File: src/sar_pkg.sv
/*
 * Shared constants and types of the successive-approximation converter control.
 * Assumes word-aligned Avalon-MM byte addresses: byte address = 4 x register index.
 */
package sar_pkg;
   localparam int DATA_W = 8;
   localparam int CH_COUNT = 6;
   localparam int CH_W = 3;
   // Register indices
   localparam logic [9:0] IDX_RESULT0 = 10'h3C0;
   localparam logic [9:0] IDX_STATUS = 10'h3D0;
   localparam logic [9:0] IDX_MASK = 10'h3D1;
   localparam logic [9:0] IDX_CTRL2 = 10'h3D4;
   localparam logic [9:0] IDX_CTRL0 = 10'h3D6;
   localparam logic [9:0] IDX_CTRL1 = 10'h3D7;
   // Field positions
   localparam int CTRL0_CH_LSB = 0;
   localparam int CTRL0_MODE_LSB = 3;
   localparam int CTRL0_START_BIT = 6;
   localparam int CTRL0_BUSY_BIT = 7;
   localparam int CTRL1_DIV_LSB = 0;
   localparam int CTRL1_VREF_BIT = 5;
   localparam int CTRL2_SH_BIT = 0;
   localparam int STATUS_DONE_BIT = 0;
   // Reset values
   localparam logic [2:0] CH_RST = 3'h0;
   localparam logic [1:0] DIV_RST = 2'h0;
   localparam logic VREF_RST = 1'b0;
   localparam logic SH_RST = 1'b0;
   localparam logic MASK_RST = 1'b0;
   // Conversion timing in conversion-clock ticks, and the first trial code
   localparam logic [6:0] CYC_NO_SH = 7'h31;
   localparam logic [6:0] CYC_SH = 7'h1C;
   localparam logic [6:0] SAR_TAIL = 7'h19;
   localparam logic [1:0] PH_DECIDE = 2'h2;
   localparam logic [7:0] DAC_MSB = 8'h80;
   typedef enum logic [2:0] {
      MODE_ONESHOT = 3'b000,
      MODE_REPEAT = 3'b001,
      MODE_SSWEEP = 3'b010,
      MODE_RSWEEP0 = 3'b011,
      MODE_RSWEEP1 = 3'b100
   } sar_mode_t;
   typedef enum logic [1:0] {
      DIV_1 = 2'b00,
      DIV_2 = 2'b01,
      DIV_4 = 2'b10
   } sar_div_t;
endpackage : sar_pkg

File: src/sar_conv_if.sv
/*
 * Carrier between the register side and the conversion sequencer.
 * Assumes both ends run on the same clock.
 */
`timescale 1ns/1ns
interface sar_conv_if;
   logic tick;
   logic start;
   logic abort;
   logic sh_en;
   logic cmp;
   logic busy;
   logic done;
   logic [7:0] result;
   logic [7:0] dac;
   modport ctrl (output tick, start, abort, sh_en, cmp, input busy, done, result, dac);
   modport conv (input tick, start, abort, sh_en, cmp, output busy, done, result, dac);
endinterface : sar_conv_if

File: src/sar_adc_top.sv
/*
 * Control of an 8-bit successive-approximation converter with six inputs:
 * Avalon-MM register slave, mode control, results per channel, interrupt.
 * Assumes an external comparator and analog multiplexer driven by the
 * dac code and channel outputs; cmp_in is asynchronous to clk_in.
 */
//
// Contract
// - Eight result bits decided MSB first
// - Reference-connect bit isolates resistor ladder
// - Result lands in converted channel's register
// - Conversion clock divides by one, two, four
// - Conversion lasts 49 or 28 ticks
// - Five modes selectable; one-shot, repeat implemented
// - Exactly one of six channels converted
// - Only a software start flag rise starts
// - One-shot stops after a single conversion
// - Writing start flag zero aborts conversion
// - One-shot completion raises an interrupt
// - Repeat converts continuously without interrupts
// - Sample-and-hold enable bit, set before start
`timescale 1ns/1ns
module sar_adc_top
   import sar_pkg::*;
#(
   parameter int NUM_CH = CH_COUNT
) (
   // Clock and reset
   input wire logic clk_in,
   input wire logic rstn_in,
   // Avalon-MM slave
   input wire logic [11:0] avs_address_in,
   input wire logic avs_read_in,
   input wire logic avs_write_in,
   input wire logic [31:0] avs_writedata_in,
   input wire logic [3:0] avs_byteenable_in,
   output logic [31:0] avs_readdata_out,
   output logic avs_waitrequest_out,
   // Analog front end
   input wire logic cmp_in,
   output logic [7:0] dac_code_out,
   output logic [2:0] analog_input_channel_out,
   output logic vref_connect_out,
   output logic sample_hold_out,
   // Interrupt
   output logic irq_out
);
   // A count of 1 << CH_W would wrap to zero in the 3-bit channel range test
   if (NUM_CH < 1 || NUM_CH >= (1 << CH_W)) begin : g_bad_ch
      $error("NUM_CH outside the range the channel field can address");
   end

   typedef struct packed {
      logic wreq;
      logic [7:0] rdata;
      logic [2:0] ch;
      logic [2:0] mode;
      logic start;
      logic [1:0] div;
      logic vref;
      logic sh;
      logic status;
      logic mask;
      logic irq;
      logic [2:0] conv_ch;
      logic sar_start;
      logic sar_abort;
      logic cmp_s1;
      logic cmp_s2;
      logic [NUM_CH-1:0][7:0] res;
   } sar_top_state_t;
   sar_top_state_t q;
   sar_top_state_t next_q;

   sar_conv_if conv ();
   logic tick;

   // Repeat-style modes restart at each completion and never interrupt
   function automatic logic mode_repeats(input logic [2:0] m);
      case (m)
         MODE_REPEAT: mode_repeats = 1'b1;
         MODE_RSWEEP0: mode_repeats = 1'b1;
         MODE_RSWEEP1: mode_repeats = 1'b1;
         default: mode_repeats = 1'b0;
      endcase
   endfunction : mode_repeats

   function automatic logic is_result(input logic [9:0] idx);
      is_result = (idx >= IDX_RESULT0) && (idx < IDX_RESULT0 + 10'(NUM_CH));
   endfunction : is_result

   function automatic logic [7:0] read_reg(input sar_top_state_t s, input logic [9:0] idx,
                                           input logic busy);
      logic [9:0] slot;
      logic [7:0] v;
      slot = idx - IDX_RESULT0;
      v = 8'h00;
      if (is_result(idx)) begin
         v = s.res[slot[CH_W-1:0]];
      end else begin
         case (idx)
            IDX_CTRL0: begin
               v[CTRL0_CH_LSB +: 3] = s.ch;
               v[CTRL0_MODE_LSB +: 3] = s.mode;
               v[CTRL0_START_BIT] = s.start;
               v[CTRL0_BUSY_BIT] = busy;
            end
            IDX_CTRL1: begin
               v[CTRL1_DIV_LSB +: 2] = s.div;
               v[CTRL1_VREF_BIT] = s.vref;
            end
            IDX_CTRL2: v[CTRL2_SH_BIT] = s.sh;
            IDX_STATUS: v[STATUS_DONE_BIT] = s.status;
            IDX_MASK: v[STATUS_DONE_BIT] = s.mask;
            default: v = 8'h00;
         endcase
      end
      return v;
   endfunction : read_reg

   logic [9:0] idx;
   logic [7:0] wd;
   logic wr;
   logic irq_set;
   logic status_clr;
   logic start_prev;
   logic wr_ctrl0;

   always_comb begin
      next_q = q;
      idx = avs_address_in[11:2];
      wd = avs_writedata_in[7:0];
      // The write takes effect at the edge where waitrequest is seen low
      wr = avs_write_in && !q.wreq && avs_byteenable_in[0];
      wr_ctrl0 = wr && (idx == IDX_CTRL0);
      irq_set = 1'b0;
      status_clr = 1'b0;
      next_q.sar_start = 1'b0;
      next_q.sar_abort = 1'b0;
      next_q.cmp_s1 = cmp_in;
      next_q.cmp_s2 = q.cmp_s1;
      next_q.wreq = !((avs_read_in || avs_write_in) && q.wreq);
      if (avs_read_in && q.wreq) begin
         next_q.rdata = read_reg(q, idx, conv.busy);
      end
      if (conv.done) begin
         next_q.res[q.conv_ch] = conv.result;
         if (q.start) begin
            if (mode_repeats(q.mode)) begin
               next_q.sar_start = 1'b1;
               next_q.conv_ch = q.ch;
            end else begin
               next_q.start = 1'b0;
               irq_set = 1'b1;
            end
         end
      end
      start_prev = next_q.start;
      if (wr) begin
         case (idx)
            IDX_CTRL0: begin
               // Out-of-range channel codes are ignored, keeping the last valid one
               if (wd[CTRL0_CH_LSB +: 3] < 3'(NUM_CH)) begin
                  next_q.ch = wd[CTRL0_CH_LSB +: 3];
               end
               next_q.mode = wd[CTRL0_MODE_LSB +: 3];
               next_q.start = wd[CTRL0_START_BIT];
               if (wd[CTRL0_START_BIT] && !start_prev) begin
                  next_q.sar_start = 1'b1;
                  next_q.conv_ch = next_q.ch;
               end
               if (!wd[CTRL0_START_BIT]) begin
                  next_q.sar_start = 1'b0;
                  next_q.sar_abort = 1'b1;
               end
            end
            IDX_CTRL1: begin
               next_q.div = wd[CTRL1_DIV_LSB +: 2];
               next_q.vref = wd[CTRL1_VREF_BIT];
            end
            IDX_CTRL2: next_q.sh = wd[CTRL2_SH_BIT];
            IDX_STATUS: status_clr = wd[STATUS_DONE_BIT];
            IDX_MASK: next_q.mask = wd[STATUS_DONE_BIT];
            default: next_q.start = next_q.start;
         endcase
      end
      // A completion in the clearing cycle is kept
      next_q.status = (q.status && !status_clr) || irq_set;
      next_q.irq = next_q.status && next_q.mask;
   end

   always_ff @(posedge clk_in or negedge rstn_in) begin
      if (!rstn_in) begin
         q <= '0;
         q.wreq <= 1'b1;
         q.ch <= CH_RST;
         q.mode <= MODE_ONESHOT;
         q.div <= DIV_RST;
         q.vref <= VREF_RST;
         q.sh <= SH_RST;
         q.mask <= MASK_RST;
      end else begin
         q <= next_q;
      end
   end

   sar_clk_div u_div (
      .clk_in(clk_in),
      .rstn_in(rstn_in),
      .sel_in(q.div),
      .tick_out(tick)
   );

   assign conv.tick = tick;
   assign conv.start = q.sar_start;
   assign conv.abort = q.sar_abort;
   assign conv.sh_en = q.sh;
   assign conv.cmp = q.cmp_s2;

   sar_conv_core u_core (
      .clk_in(clk_in),
      .rstn_in(rstn_in),
      .conv(conv)
   );

   assign avs_readdata_out = {24'h000000, q.rdata};
   assign avs_waitrequest_out = q.wreq;
   assign dac_code_out = conv.dac;
   assign analog_input_channel_out = q.conv_ch;
   assign vref_connect_out = q.vref;
   assign sample_hold_out = q.sh;
   assign irq_out = q.irq;
endmodule : sar_adc_top

File: src/sar_clk_div.sv
/*
 * Conversion-clock enable: one-cycle tick at clk, clk/2 or clk/4.
 * Assumes the select is changed only while the converter is idle.
 */
`timescale 1ns/1ns
module sar_clk_div
   import sar_pkg::*;
(
   // Clock and reset
   input wire logic clk_in,
   input wire logic rstn_in,
   // Divider
   input wire logic [1:0] sel_in,
   output logic tick_out
);
   typedef struct packed {
      logic [1:0] cnt;
      logic tick;
   } sar_div_state_t;
   sar_div_state_t q;
   sar_div_state_t next_q;

   always_comb begin
      next_q = q;
      next_q.cnt = q.cnt + 2'h1;
      case (sel_in)
         DIV_1: next_q.tick = 1'b1;
         DIV_2: next_q.tick = q.cnt[0];
         default: next_q.tick = (q.cnt == 2'h3);
      endcase
   end

   always_ff @(posedge clk_in or negedge rstn_in) begin
      if (!rstn_in) begin
         q <= '0;
      end else begin
         q <= next_q;
      end
   end

   assign tick_out = q.tick;
endmodule : sar_clk_div

File: src/sar_conv_core.sv
/*
 * Successive-approximation sequencer: sampling phase, then eight bit trials.
 * Assumes cmp is already synchronised and is high when input >= dac code.
 */
`timescale 1ns/1ns
module sar_conv_core
   import sar_pkg::*;
(
   // Clock and reset
   input wire logic clk_in,
   input wire logic rstn_in,
   // Conversion control
   sar_conv_if.conv conv
);
   typedef enum logic [1:0] {
      ST_IDLE = 2'b00,
      ST_SAMPLE = 2'b01,
      ST_BITS = 2'b10
   } sar_core_st_t;
   typedef struct packed {
      sar_core_st_t st;
      logic [6:0] cnt;
      logic [1:0] ph;
      logic [2:0] bit_idx;
      logic [7:0] dac;
      logic [7:0] result;
      logic done;
      logic sh;
   } sar_core_state_t;
   sar_core_state_t q;
   sar_core_state_t next_q;
   logic [6:0] total;
   logic [2:0] idx_m1;

   // Three ticks per bit leave room for the comparator synchroniser at clk/1
   always_comb begin
      next_q = q;
      next_q.done = 1'b0;
      total = q.sh ? CYC_SH : CYC_NO_SH;
      idx_m1 = q.bit_idx - 3'h1;
      case (q.st)
         ST_IDLE: begin
            next_q.ph = 2'h0;
         end
         ST_SAMPLE: begin
            if (conv.tick) begin
               next_q.cnt = q.cnt + 7'h01;
               if (q.cnt == total - SAR_TAIL) begin
                  next_q.st = ST_BITS;
                  next_q.dac = DAC_MSB;
                  next_q.bit_idx = 3'h7;
                  next_q.ph = 2'h0;
               end
            end
         end
         ST_BITS: begin
            if (conv.tick) begin
               if (q.ph == PH_DECIDE) begin
                  next_q.ph = 2'h0;
                  if (!conv.cmp) begin
                     next_q.dac[q.bit_idx] = 1'b0;
                  end
                  if (q.bit_idx == 3'h0) begin
                     next_q.result = next_q.dac;
                     next_q.done = 1'b1;
                     next_q.st = ST_IDLE;
                  end else begin
                     next_q.bit_idx = idx_m1;
                     next_q.dac[idx_m1] = 1'b1;
                  end
               end else begin
                  next_q.ph = q.ph + 2'h1;
               end
            end
         end
         default: begin
            next_q.st = ST_IDLE;
         end
      endcase
      if (conv.start) begin
         next_q.st = ST_SAMPLE;
         next_q.cnt = 7'h00;
         next_q.sh = conv.sh_en;
         next_q.dac = 8'h00;
      end
      if (conv.abort) begin
         next_q.st = ST_IDLE;
         next_q.dac = 8'h00;
         next_q.done = 1'b0;
      end
   end

   always_ff @(posedge clk_in or negedge rstn_in) begin
      if (!rstn_in) begin
         q <= '0;
      end else begin
         q <= next_q;
      end
   end

   assign conv.busy = (q.st != ST_IDLE);
   assign conv.done = q.done;
   assign conv.result = q.result;
   assign conv.dac = q.dac;

   // Helper: conversion ticks seen since the last start
   logic [6:0] tick_seen;
   always_ff @(posedge clk_in or negedge rstn_in) begin
      if (!rstn_in) begin
         tick_seen <= 7'h00;
      end else if (conv.start) begin
         tick_seen <= 7'h00;
      end else if (conv.tick && conv.busy) begin
         tick_seen <= tick_seen + 7'h01;
      end
   end
endmodule : sar_conv_core

File: config.mk
export PLATFORM = sky130hd
export DESIGN_NAME = sar_adc_top
export DESIGN_NICKNAME = d
export VERILOG_FILES = /design/src/sar_pkg.sv /design/src/sar_conv_if.sv /design/src/sar_adc_top.sv /design/src/sar_clk_div.sv /design/src/sar_conv_core.sv
export SDC_FILE = /design/constraint.sdc
export NUM_CORES = 1
export LEC_CHECK = 0
export ABC_AREA = 1
export BUFFER_PORTS_ARGS = -buffer_cell sky130_fd_sc_hd__buf_4
export CAP_MARGIN = 10
export CELL_PAD_IN_SITES_DETAIL_PLACEMENT = 2
export CELL_PAD_IN_SITES_GLOBAL_PLACEMENT = 2
export CORE_UTILIZATION = 35
export CTS_BUF_LIST = sky130_fd_sc_hd__clkbuf_2 sky130_fd_sc_hd__clkbuf_4 sky130_fd_sc_hd__clkbuf_8
export DETAILED_ROUTE_END_ITERATION = 7
export PLACE_DENSITY_LB_ADDON = 0.1
export SYNTH_ARGS = -nofsm -noshare
export SYNTH_HDL_FRONTEND = slang
export SYNTH_HIERARCHICAL = 1
export SYNTH_SLANG_ARGS = --single-unit
File: constraint.sdc
create_clock -name clk_in -period 2.46 [get_ports clk_in]
set_input_delay 0.492 -clock clk_in [delete_from_list [all_inputs] [get_ports clk_in]]
set_output_delay 0.492 -clock clk_in [all_outputs]
set_load 0.02 [all_outputs]
# Word-level counts from Yosys, hierarchy flattened
# Cells that the tools add are included.
[totals] out_inout_bits=47 elab_cells=179 in_bits=53 reg_bits=113
[op_classes] order_cmp=10 reduce_logical=36 n_eq_ne=25 muxes=67 add_sub_neg=6 bitwise=3
[op_table] op="8-bit 2-to-1 mux" count=9
[op_table] op="10-bit equality test (second input constant)" count=5
[op_table] op="48-bit bitwise mux" count=1
[op_table] op="22-bit 2-to-1 mux" count=2
[op_table] op="8-bit binary-select mux with 3-bit select" count=1
[op_table] op="8-bit demux with 3-bit select" count=1
[op_table] op="11-bit case mux with 2 select lines" count=1
[op_table] op="20-bit 2-to-1 mux" count=1
[op_table] op="1-bit 2-to-1 mux" count=19
[op_table] op="9-bit 2-to-1 mux" count=2
[op_table] op="3-bit by 4-bit < comparator with 1-bit output (second input constant)" count=4
[op_table] op="2-bit 2-to-1 mux" count=8
[op_table] op="4-bit 2-to-1 mux" count=4
[op_table] op="5-bit 2-to-1 mux" count=3
[op_table] op="13-bit 2-to-1 mux" count=1
[op_table] op="4-bit by 3-bit != test with 1-bit output (second input constant)" count=3
[op_table] op="2-bit case mux with 3 select lines" count=2
[op_table] op="6-bit AND reduction" count=2
[op_table] op="1-bit logical AND" count=11
[op_table] op="11-bit 2-to-1 mux" count=1
[op_table] op="10-bit greater-or-equal comparator (second input constant)" count=1
[op_table] op="10-bit < comparator (second input constant)" count=1
[op_table] op="3-bit by 1-bit greater-or-equal comparator with 1-bit output (second input constant)" count=3
[op_table] op="3-bit 2-to-1 mux" count=3
[op_table] op="other kinds (34)" count=58

# Logic depth before layout (Yosys ltp)
# Gate-level depths: netlist of run 1.
[depth] word_depth=17 mapped_depth=12 ltp_nobuf=12

# Modules after synthesis
# Netlist of run 1, hierarchy kept.
[by_module_without_submodules] mod="sar_adc_top" seq_area_each_um2=1953.1 cells_per_inst=502 area_each_um2=3952.5 instances=1
[by_module_without_submodules] mod="sar_conv_core" seq_area_each_um2=800.8 cells_per_inst=261 area_each_um2=1941.9 instances=1
[by_module_without_submodules] mod="sar_clk_div" seq_area_each_um2=75.1 cells_per_inst=10 area_each_um2=112.6 instances=1

# Worst setup path after synthesis of run 1
# No wires, ideal clock.
[synth_path] path_type="register -> register" startpoint="register u_core/q[30] (netlist name)" endpoint="register u_core/q[18] (netlist name)" slack_ns=0.920 period_less_slack_ns=1.540 path_stages_with_launch=10 setup_ns=0.123 t_arrival_ns=1.417 n_path_buf=1 cell_sequence="dfrtp_1 > inv_1 > ha_1 > buf_2 > inv_1 > nor2_1 > a211oi_1 > nand3_1 > nand2_1 > o21ai_1"
[synth_via] elab_chain_len=3 word_cells_on_any_way=10 cone_classes="7 x eq/ne; 1 x mux; 2 x reduce/logical"
[synth_lines] item="from (decl)" line_no="sar_conv_core.sv:30" rtl="sar_core_state_t q;"
[synth_lines] item="from (signal assigned)" line_no="sar_conv_core.sv:97" rtl="q <= next_q;"
[synth_lines] item="2-bit equality test / 2-bit by 1-bit equality test with 1-bit output (equally long branches)" line_no="sar_conv_core.sv:41" rtl="case (q.st)"
[synth_lines] item="2-bit by 1-bit != test with 1-bit output (no source line), or another cell as far along"
[synth_lines] item="6-bit AND reduction (no source line)"
# Parallel ways exist; a longest one is shown, timed or not.
# A chain may end at the register's enable or synchronous reset.

# Worst setup path after layout of run 1
[layout_path] startpoint="register u_core/q[30] (netlist name)" endpoint="register u_core.q (netlist bit u_core/conv.result[4])"
[layout_via] elab_chain_len=2
[layout_lines] item="2-bit equality test" line_no="sar_conv_core.sv:41"
[layout_lines] item="4-bit AND reduction (no source line)"
# Every way passes these cells.

==> flow_summary.ini, run 1 <==
[cts]
clk-insertion-delay-late_ns = 0.45
cts.clk_slew.worst_paths_ns = 0.07
ctsHoldBuffers = 0
htree_levels = 4
cts_tree = built
cts_setup_buffers = 0
cts_resized = 0
clockBufferDepth = 2
numCtsBuffers = 17
cts_sinks = 113
cts_root_buf = clkbuf_8

[route]
postRouteAntennaNets = 0
num_vias = 5151
route.detailed.drc = 0
drt_wl_total_um = 18610
wl_per_cell_um = 18.02
drt-pass1-iter-count = 6
drt-initial-drc-count = 153
vias_per_cell = 4.986

[floorplan]
fp.dieArea_um2 = 17690
ios = 100
rows = 47
initial_utilization_pct = 36.10
core_area_um2 = 16640
die_y_um = 133.0
die_width_um = 133.0

[yosys]
ys_ff_latch = 113
synth_top_cell_area_share_pct = 46.66
synth_common_cells = nand2_1, dfrtp_1, o21ai_0, nor2_1, inv_1
synthMostInstantiatedCell = nand2_1
seq_area_frac_synth_pct = 47.09
synth_top_area_cell = dfrtp_1
synth_edf_count = 0
synth-main-ff-cell = dfrtp_1
postSynthCellCount = 773
ys_async_sr_fraction_pct = 100.0
synth.avg_cell_area_um2 = 7.771
synth_cell_types = 38
syn_area_um2 = 6007
yosys_warnings = 6
ys_top_cells_by_area = dfrtp_1, nand2_1, buf_4

[pwr]
p_leak_uw = 0.003436
ir_drop_mv = 0.4146
power_per_cell_area_nw_per_um2 = 812.9

[sta]
finalSetupTns_ns = 0
finalHoldViolations = 0
fmax_mhz = 511.8
finClkSkew_ns = 0.01326
finalSetupViolations = 0
setup_slack_ns = 0.5060
max_slew_margin_pct = 56.79
min_period_over_period_pct = 79.43
slew_violations = 0
tightest_slew_ns = 0.6466
fin_crit_ns = 1.954
hold-worst-slack_ns = 0.03586
rsz0062_at_grt = no

[setup_path]
r2r.worst_path.cells = 8
required_ns = 2.85
cp_slowest_cell = dfrtp_1
start_kind = flip-flop
cp_top_family = simple AND/OR/NAND/NOR gates
path_buf_inv = 3
crit_chain = inv_1 > ha_1 > inv_1 > nor2_1 > nand2_1 > inv_1 > nand2_1 > nand2_1
cp_max_fo = 11
cp.arrival_ns = 2.34
worstSetupPathDepth = 8
worstSetupPathType = reg2reg
end_kind = flip-flop
slowest_delay_ns = 0.42

[grt]
grt_usage_pct = 22.67
grt_pass1_vias = 5800
antenna_found_initial = 0
grt_pass1_wl_um = 30690
grt_max_degree = 41
overflow = 0

[layout]
ff_latch_area_um2 = 2829
diodes = 0
fillers = 1915
areaGrowthSynthToFinish_pct = 14.02
multi_input_area_um2 = 2566
drive_gt1_share_pct = 13.53
nets = 861

[hold_path]
hold_class = in2async

[job]
max_cap_viol_count = 0

[placed_design]
finalWeightedCongestion = 0.7842
pre_cts_ws_ns = 0.3381
port_buffers = 45
dp_hpwl_um = 13320

[run_status]
outcome = finished, final reports clean
[through the flow]
| stage | std cells | cell area [um^2] | power (uW) | utilization (%) |
|---|---|---|---|---|
| floorplan | 796 | 6093 | 2863 | - |
| global placement | 1001 | 6319 | 3120 | 37.97 |
| detailed placement | 1001 | 6319 | 3200 | 37.97 |
| CTS | 1033 | 6849 | 5656 | 41.15 |
| global route | 1033 | 6849 | 5856 | 41.15 |
| finish | 1033 | 6849 | 5567 | 41.15 |
[layer usage]
layer | part of all wire, % | track usage, % | wire (um) | vias up
met5 | 0 | 0 | 0 | -
met4 | 1.0 | 6.577 | 195 | 0
met3 | 2.5 | 4.253 | 457 | 18
met2 | 53 | 41.51 | 9840 | 67
met1 | 44 | 26.72 | 8121 | 2613
li1 | - | - | - | 2453
[placed cells by master, fill, tap and decap left out, types with 2 or more instances in the layout]
cell / count
inv_2: 4
nand2_4: 3
clkbuf_8: 18
clkinv_2: 2
conb_1: 24
o21ai_1: 6
nor2_4: 5
nor2_2: 3
bufinv_16: 8
a21boi_0: 8
clkinvlp_4: 2
buf_12: 2
nand3_2: 2
nor2_1: 66
dfrtp_1: 112
nor3_1: 4
buf_4: 48
inv_1: 62
o21ai_0: 69
ha_1: 8
a31oi_1: 3
nand4_1: 18
a21oi_1: 26
nand3_1: 31
nand2_2: 4
nand2_1: 259
[final timing paths]
path / start / slack, ns / to
setup reg to reg: u_core/q[30] / 0.51 / u_core/conv.result[4]
min in group clk_in: cmp_in / 0.15 / next_q[48]
hold / removal: rstn_in / 0.04 / avs_readdata_out[0]
max in group asynchronous: rstn_in / 1.79 / avs_waitrequest_out
hold reg to reg: next_q[48] / 0.35 / conv.cmp
setup / recovery: u_core/q[30] / 0.51 / u_core/conv.result[4]
[final cells by class]
type	instances	share of cell area (%)
multi-input combinational	552	37.47
inverter	66	3.617
sequential	113	41.30
clock buffer	18	3.617
timing repair buffer	50	5.846
tap	220	4.019
clock inverter	14	4.129
[registers in the layout (all words and copies together), names as in the netlist]
signal / flops
avs_waitrequest_out: 1
next_q: 1
irq_out: 1
u_core/conv.done: 1
u_core/q: 15
u_core/conv.dac: 8
analog_input_channel_out: 3
conv.start: 1
avs_readdata_out: 8
conv.cmp: 1
u_core/conv.result: 8
q: 59
u_div/tick_out: 1
sample_hold_out: 1
u_div/q: 2
vref_connect_out: 1
conv.abort: 1
[logic make-up (layout without fill, tap and decap cells)]
kind of cell / count (synthesis) / in the layout / synth area share, %
flip-flops: 113 / 113 / 47.09
AO/OA/AOI/OAI: 118 / 118 / 10.64
other: 1 / 24 / 0.06243
AND/OR/NAND/NOR: 402 / 402 / 28.91
adder cells (fa/ha/maj): 8 / 8 / 1.666
buffers and inverters: 131 / 148 / 11.62
[report_power, final]
part | switching [uW] | internal, uW | total [uW]
clock network | 840 | 1540 | 2380
logic | 774 | 331 | 1100
registers | 121 | 1960 | 2080
(Power assumes the default switching activity.)
==> run 2: changes to the inputs <==
CORE_UTILIZATION = 30   (was 35)
clock period = 1.7 ns   (was 2.46 ns; I/O delays follow)
==> run 2 against run 1 <==
Net effect:
- worst hold slack better by 0.028 ns
- cell count is 7.6% higher
- cell area is 3.6% higher
- via count is 1.4% higher
- clock-buffer cell count is 1 higher
- global-route usage is 2.9 points lower
- maximum frequency is 19% higher
- critical endpoint is now u_core/q[28]
- largest cell class unchanged
==> flow_summary.ini, run 2 (synthesis results as in run 1) <==
[run_status]
outcome = finished, final reports clean

[setup_path]
r2r.worst_path.cells = 8
critPathLaunch = u_core/q[31]
start_kind = flip-flop
r2r_slack_ns = 0.06
required_ns = 2.01
worstReg2RegEnd = u_core/q[28]
crit_end = u_core/q[28]
cp_max_fo = 4
r2r_start = u_core/q[31]
cp.arrival_ns = 1.95
end_kind = flip-flop
worstSetupPathType = reg2reg

[placed_design]
pre_cts_ws_ns = -0.02703
place_area_um2 = 6580
finalWeightedCongestion = 0.8246
port_buffers = 45
dp_hpwl_um = 14010

[layout]
nets = 895
diodes = 0
layout_common_cells = nand2_1, dfrtp_1, buf_4, o21ai_0, nor2_1
multi_input_area_um2 = 2638
regMostFlops = q
largest_reg_flops = 59
ff_latch_area_um2 = 2829
fillers = 2330
areaGrowthSynthToFinish_pct = 18.14
top_regs = q (59), u_core/q (15)
drive_gt1_share_pct = 18.44
fin_area_um2 = 7097
final_common_cell = nand2_1

[route]
vias_per_cell = 4.700
drt-pass1-iter-count = 4
drt-initial-drc-count = 157
route.detailed.drc = 0
wl_per_cell_um = 17.03
num_vias = 5222
postRouteAntennaNets = 0
drt_wl_total_um = 18920

[sta]
finalHoldViolations = 0
finalSetupViolations = 0
hold-worst-slack_ns = 0.06430
min_period_over_period_pct = 96.46
fmax_mhz = 609.8
slew_violations = 0
rsz0062_at_grt = yes
finClkSkew_ns = 0.01096
tightest_slew_ns = 0.6099
max_slew_margin_pct = 59.24
setup_slack_ns = 0.06014
fin_crit_ns = 1.640

[grt]
overflow = 0
antenna_found_initial = 0
grt_pass1_vias = 5785
grt_pass1_wl_um = 30500
grt_usage_pct = 19.73
grt_max_degree = 34

[job]
max_cap_viol_count = 0

[floorplan]
die_width_um = 143.5
ios = 100
rows = 51
initial_utilization_pct = 30.76
fp.dieArea_um2 = 20590
die_y_um = 143.5
core_area_um2 = 19530

[cts]
cts_sinks = 113
htree_levels = 4
cts.clk_slew.worst_paths_ns = 0.07
cts_root_buf = clkbuf_8
clk-insertion-delay-late_ns = 0.44
cts_tree = built
numCtsBuffers = 17
clockBufferDepth = 2

[pwr]
switching_power_uw = 2547
power_uw = 7378
p_comb_share_pct = 25.7
ir_drop_mv = 0.5394
power_frac_clock_pct = 33.5
internal-power_uw = 4831
power_per_cell_area_nw_per_um2 = 1040
p_leak_uw = 0.003542
switching_share_pct = 34.52
p_seq_share_pct = 40.8

[hold_path]
hold_class = in2reg
## run 2: changes by cell type in the layout (fill, tap and decap cells not counted), moves of 3 or more
cell and delta:
buf_4 +29, bufinv_16 -6, clkinv_2 +5, nor2_1 -5, inv_1 -3, inv_2 +3, nor2_4 +3
## run 2: repair_timing
item                                   in CTS  in global routing
resized for setup                           2                 18
endpoints found under the hold margin      23                  0
setup endpoints to repair                   3                 18
pin swaps                                   1                  5
gates cloned                                0                  1
hold buffers                                2                  0
setup buffers                               2                  5
## run 2: critical path: stages (launching register included)
cell	delay, ns
dfrtp_1	0.42
inv_1	0.10
ha_2	0.21
inv_1	0.11
o21ai_4	0.22
nand2_2	0.12
nor2_4	0.11
and3_1	0.17
nor3_1	0.06
## run 2: worst min path at each step
stage / start / endpoint / depth (start not counted)
floorplan: rstn_in / analog_input_channel_out[0] / 0
global placement: rstn_in / avs_readdata_out[0] / 1
detailed placement: rstn_in / avs_readdata_out[0] / 1
CTS: avs_read_in / avs_waitrequest_out / 2
global route: avs_read_in / avs_waitrequest_out / 2
finish: avs_read_in / avs_waitrequest_out / 2
## run 2: metrics by stage
step / std cells / util, % / setup TNS (ns)
after floorplan: 796 / - / 0
after global placement: 1070 / 33.70 / 0
after detailed placement: 1070 / 33.70 / -0.02703
after CTS: 1105 / 35.80 / 0
after global routing: 1111 / 36.35 / -0.3250
final: 1111 / 36.35 / 0
## run 2: power by group through the flow
| stage | Sequential (uW) | Clock [uW] | Combinational, uW |
|---|---|---|---|
| final | 3010 | 2470 | 1900 |
| after global routing | 3030 | 2690 | 2120 |
| after CTS | 3000 | 2590 | 1710 |
| after detailed placement | 3050 | 0 | 1660 |
| after global placement | 3040 | 0 | 1570 |
| after floorplan | 3010 | 0 | 1130 |
## run 2: final cells by class
type / count / area share [%]
Sequential cell: 113 / 39.86
Multi-Input combinational cell: 553 / 37.17
Timing Repair Buffer: 83 / 9.556
Tap cell: 265 / 4.672
Clock buffer: 19 / 3.597
Inverter: 66 / 3.491
Clock inverter: 12 / 1.657
## run 2: metal layers
layer  global-route usage [%]  up-vias  routed length (um)
li1                         -     2520                   -
met1                    24.43     2625                8449
met2                    34.70       61                9758
met3                    3.699       16                 494
met4                    5.767        0                 216
met5                        0        -                   0
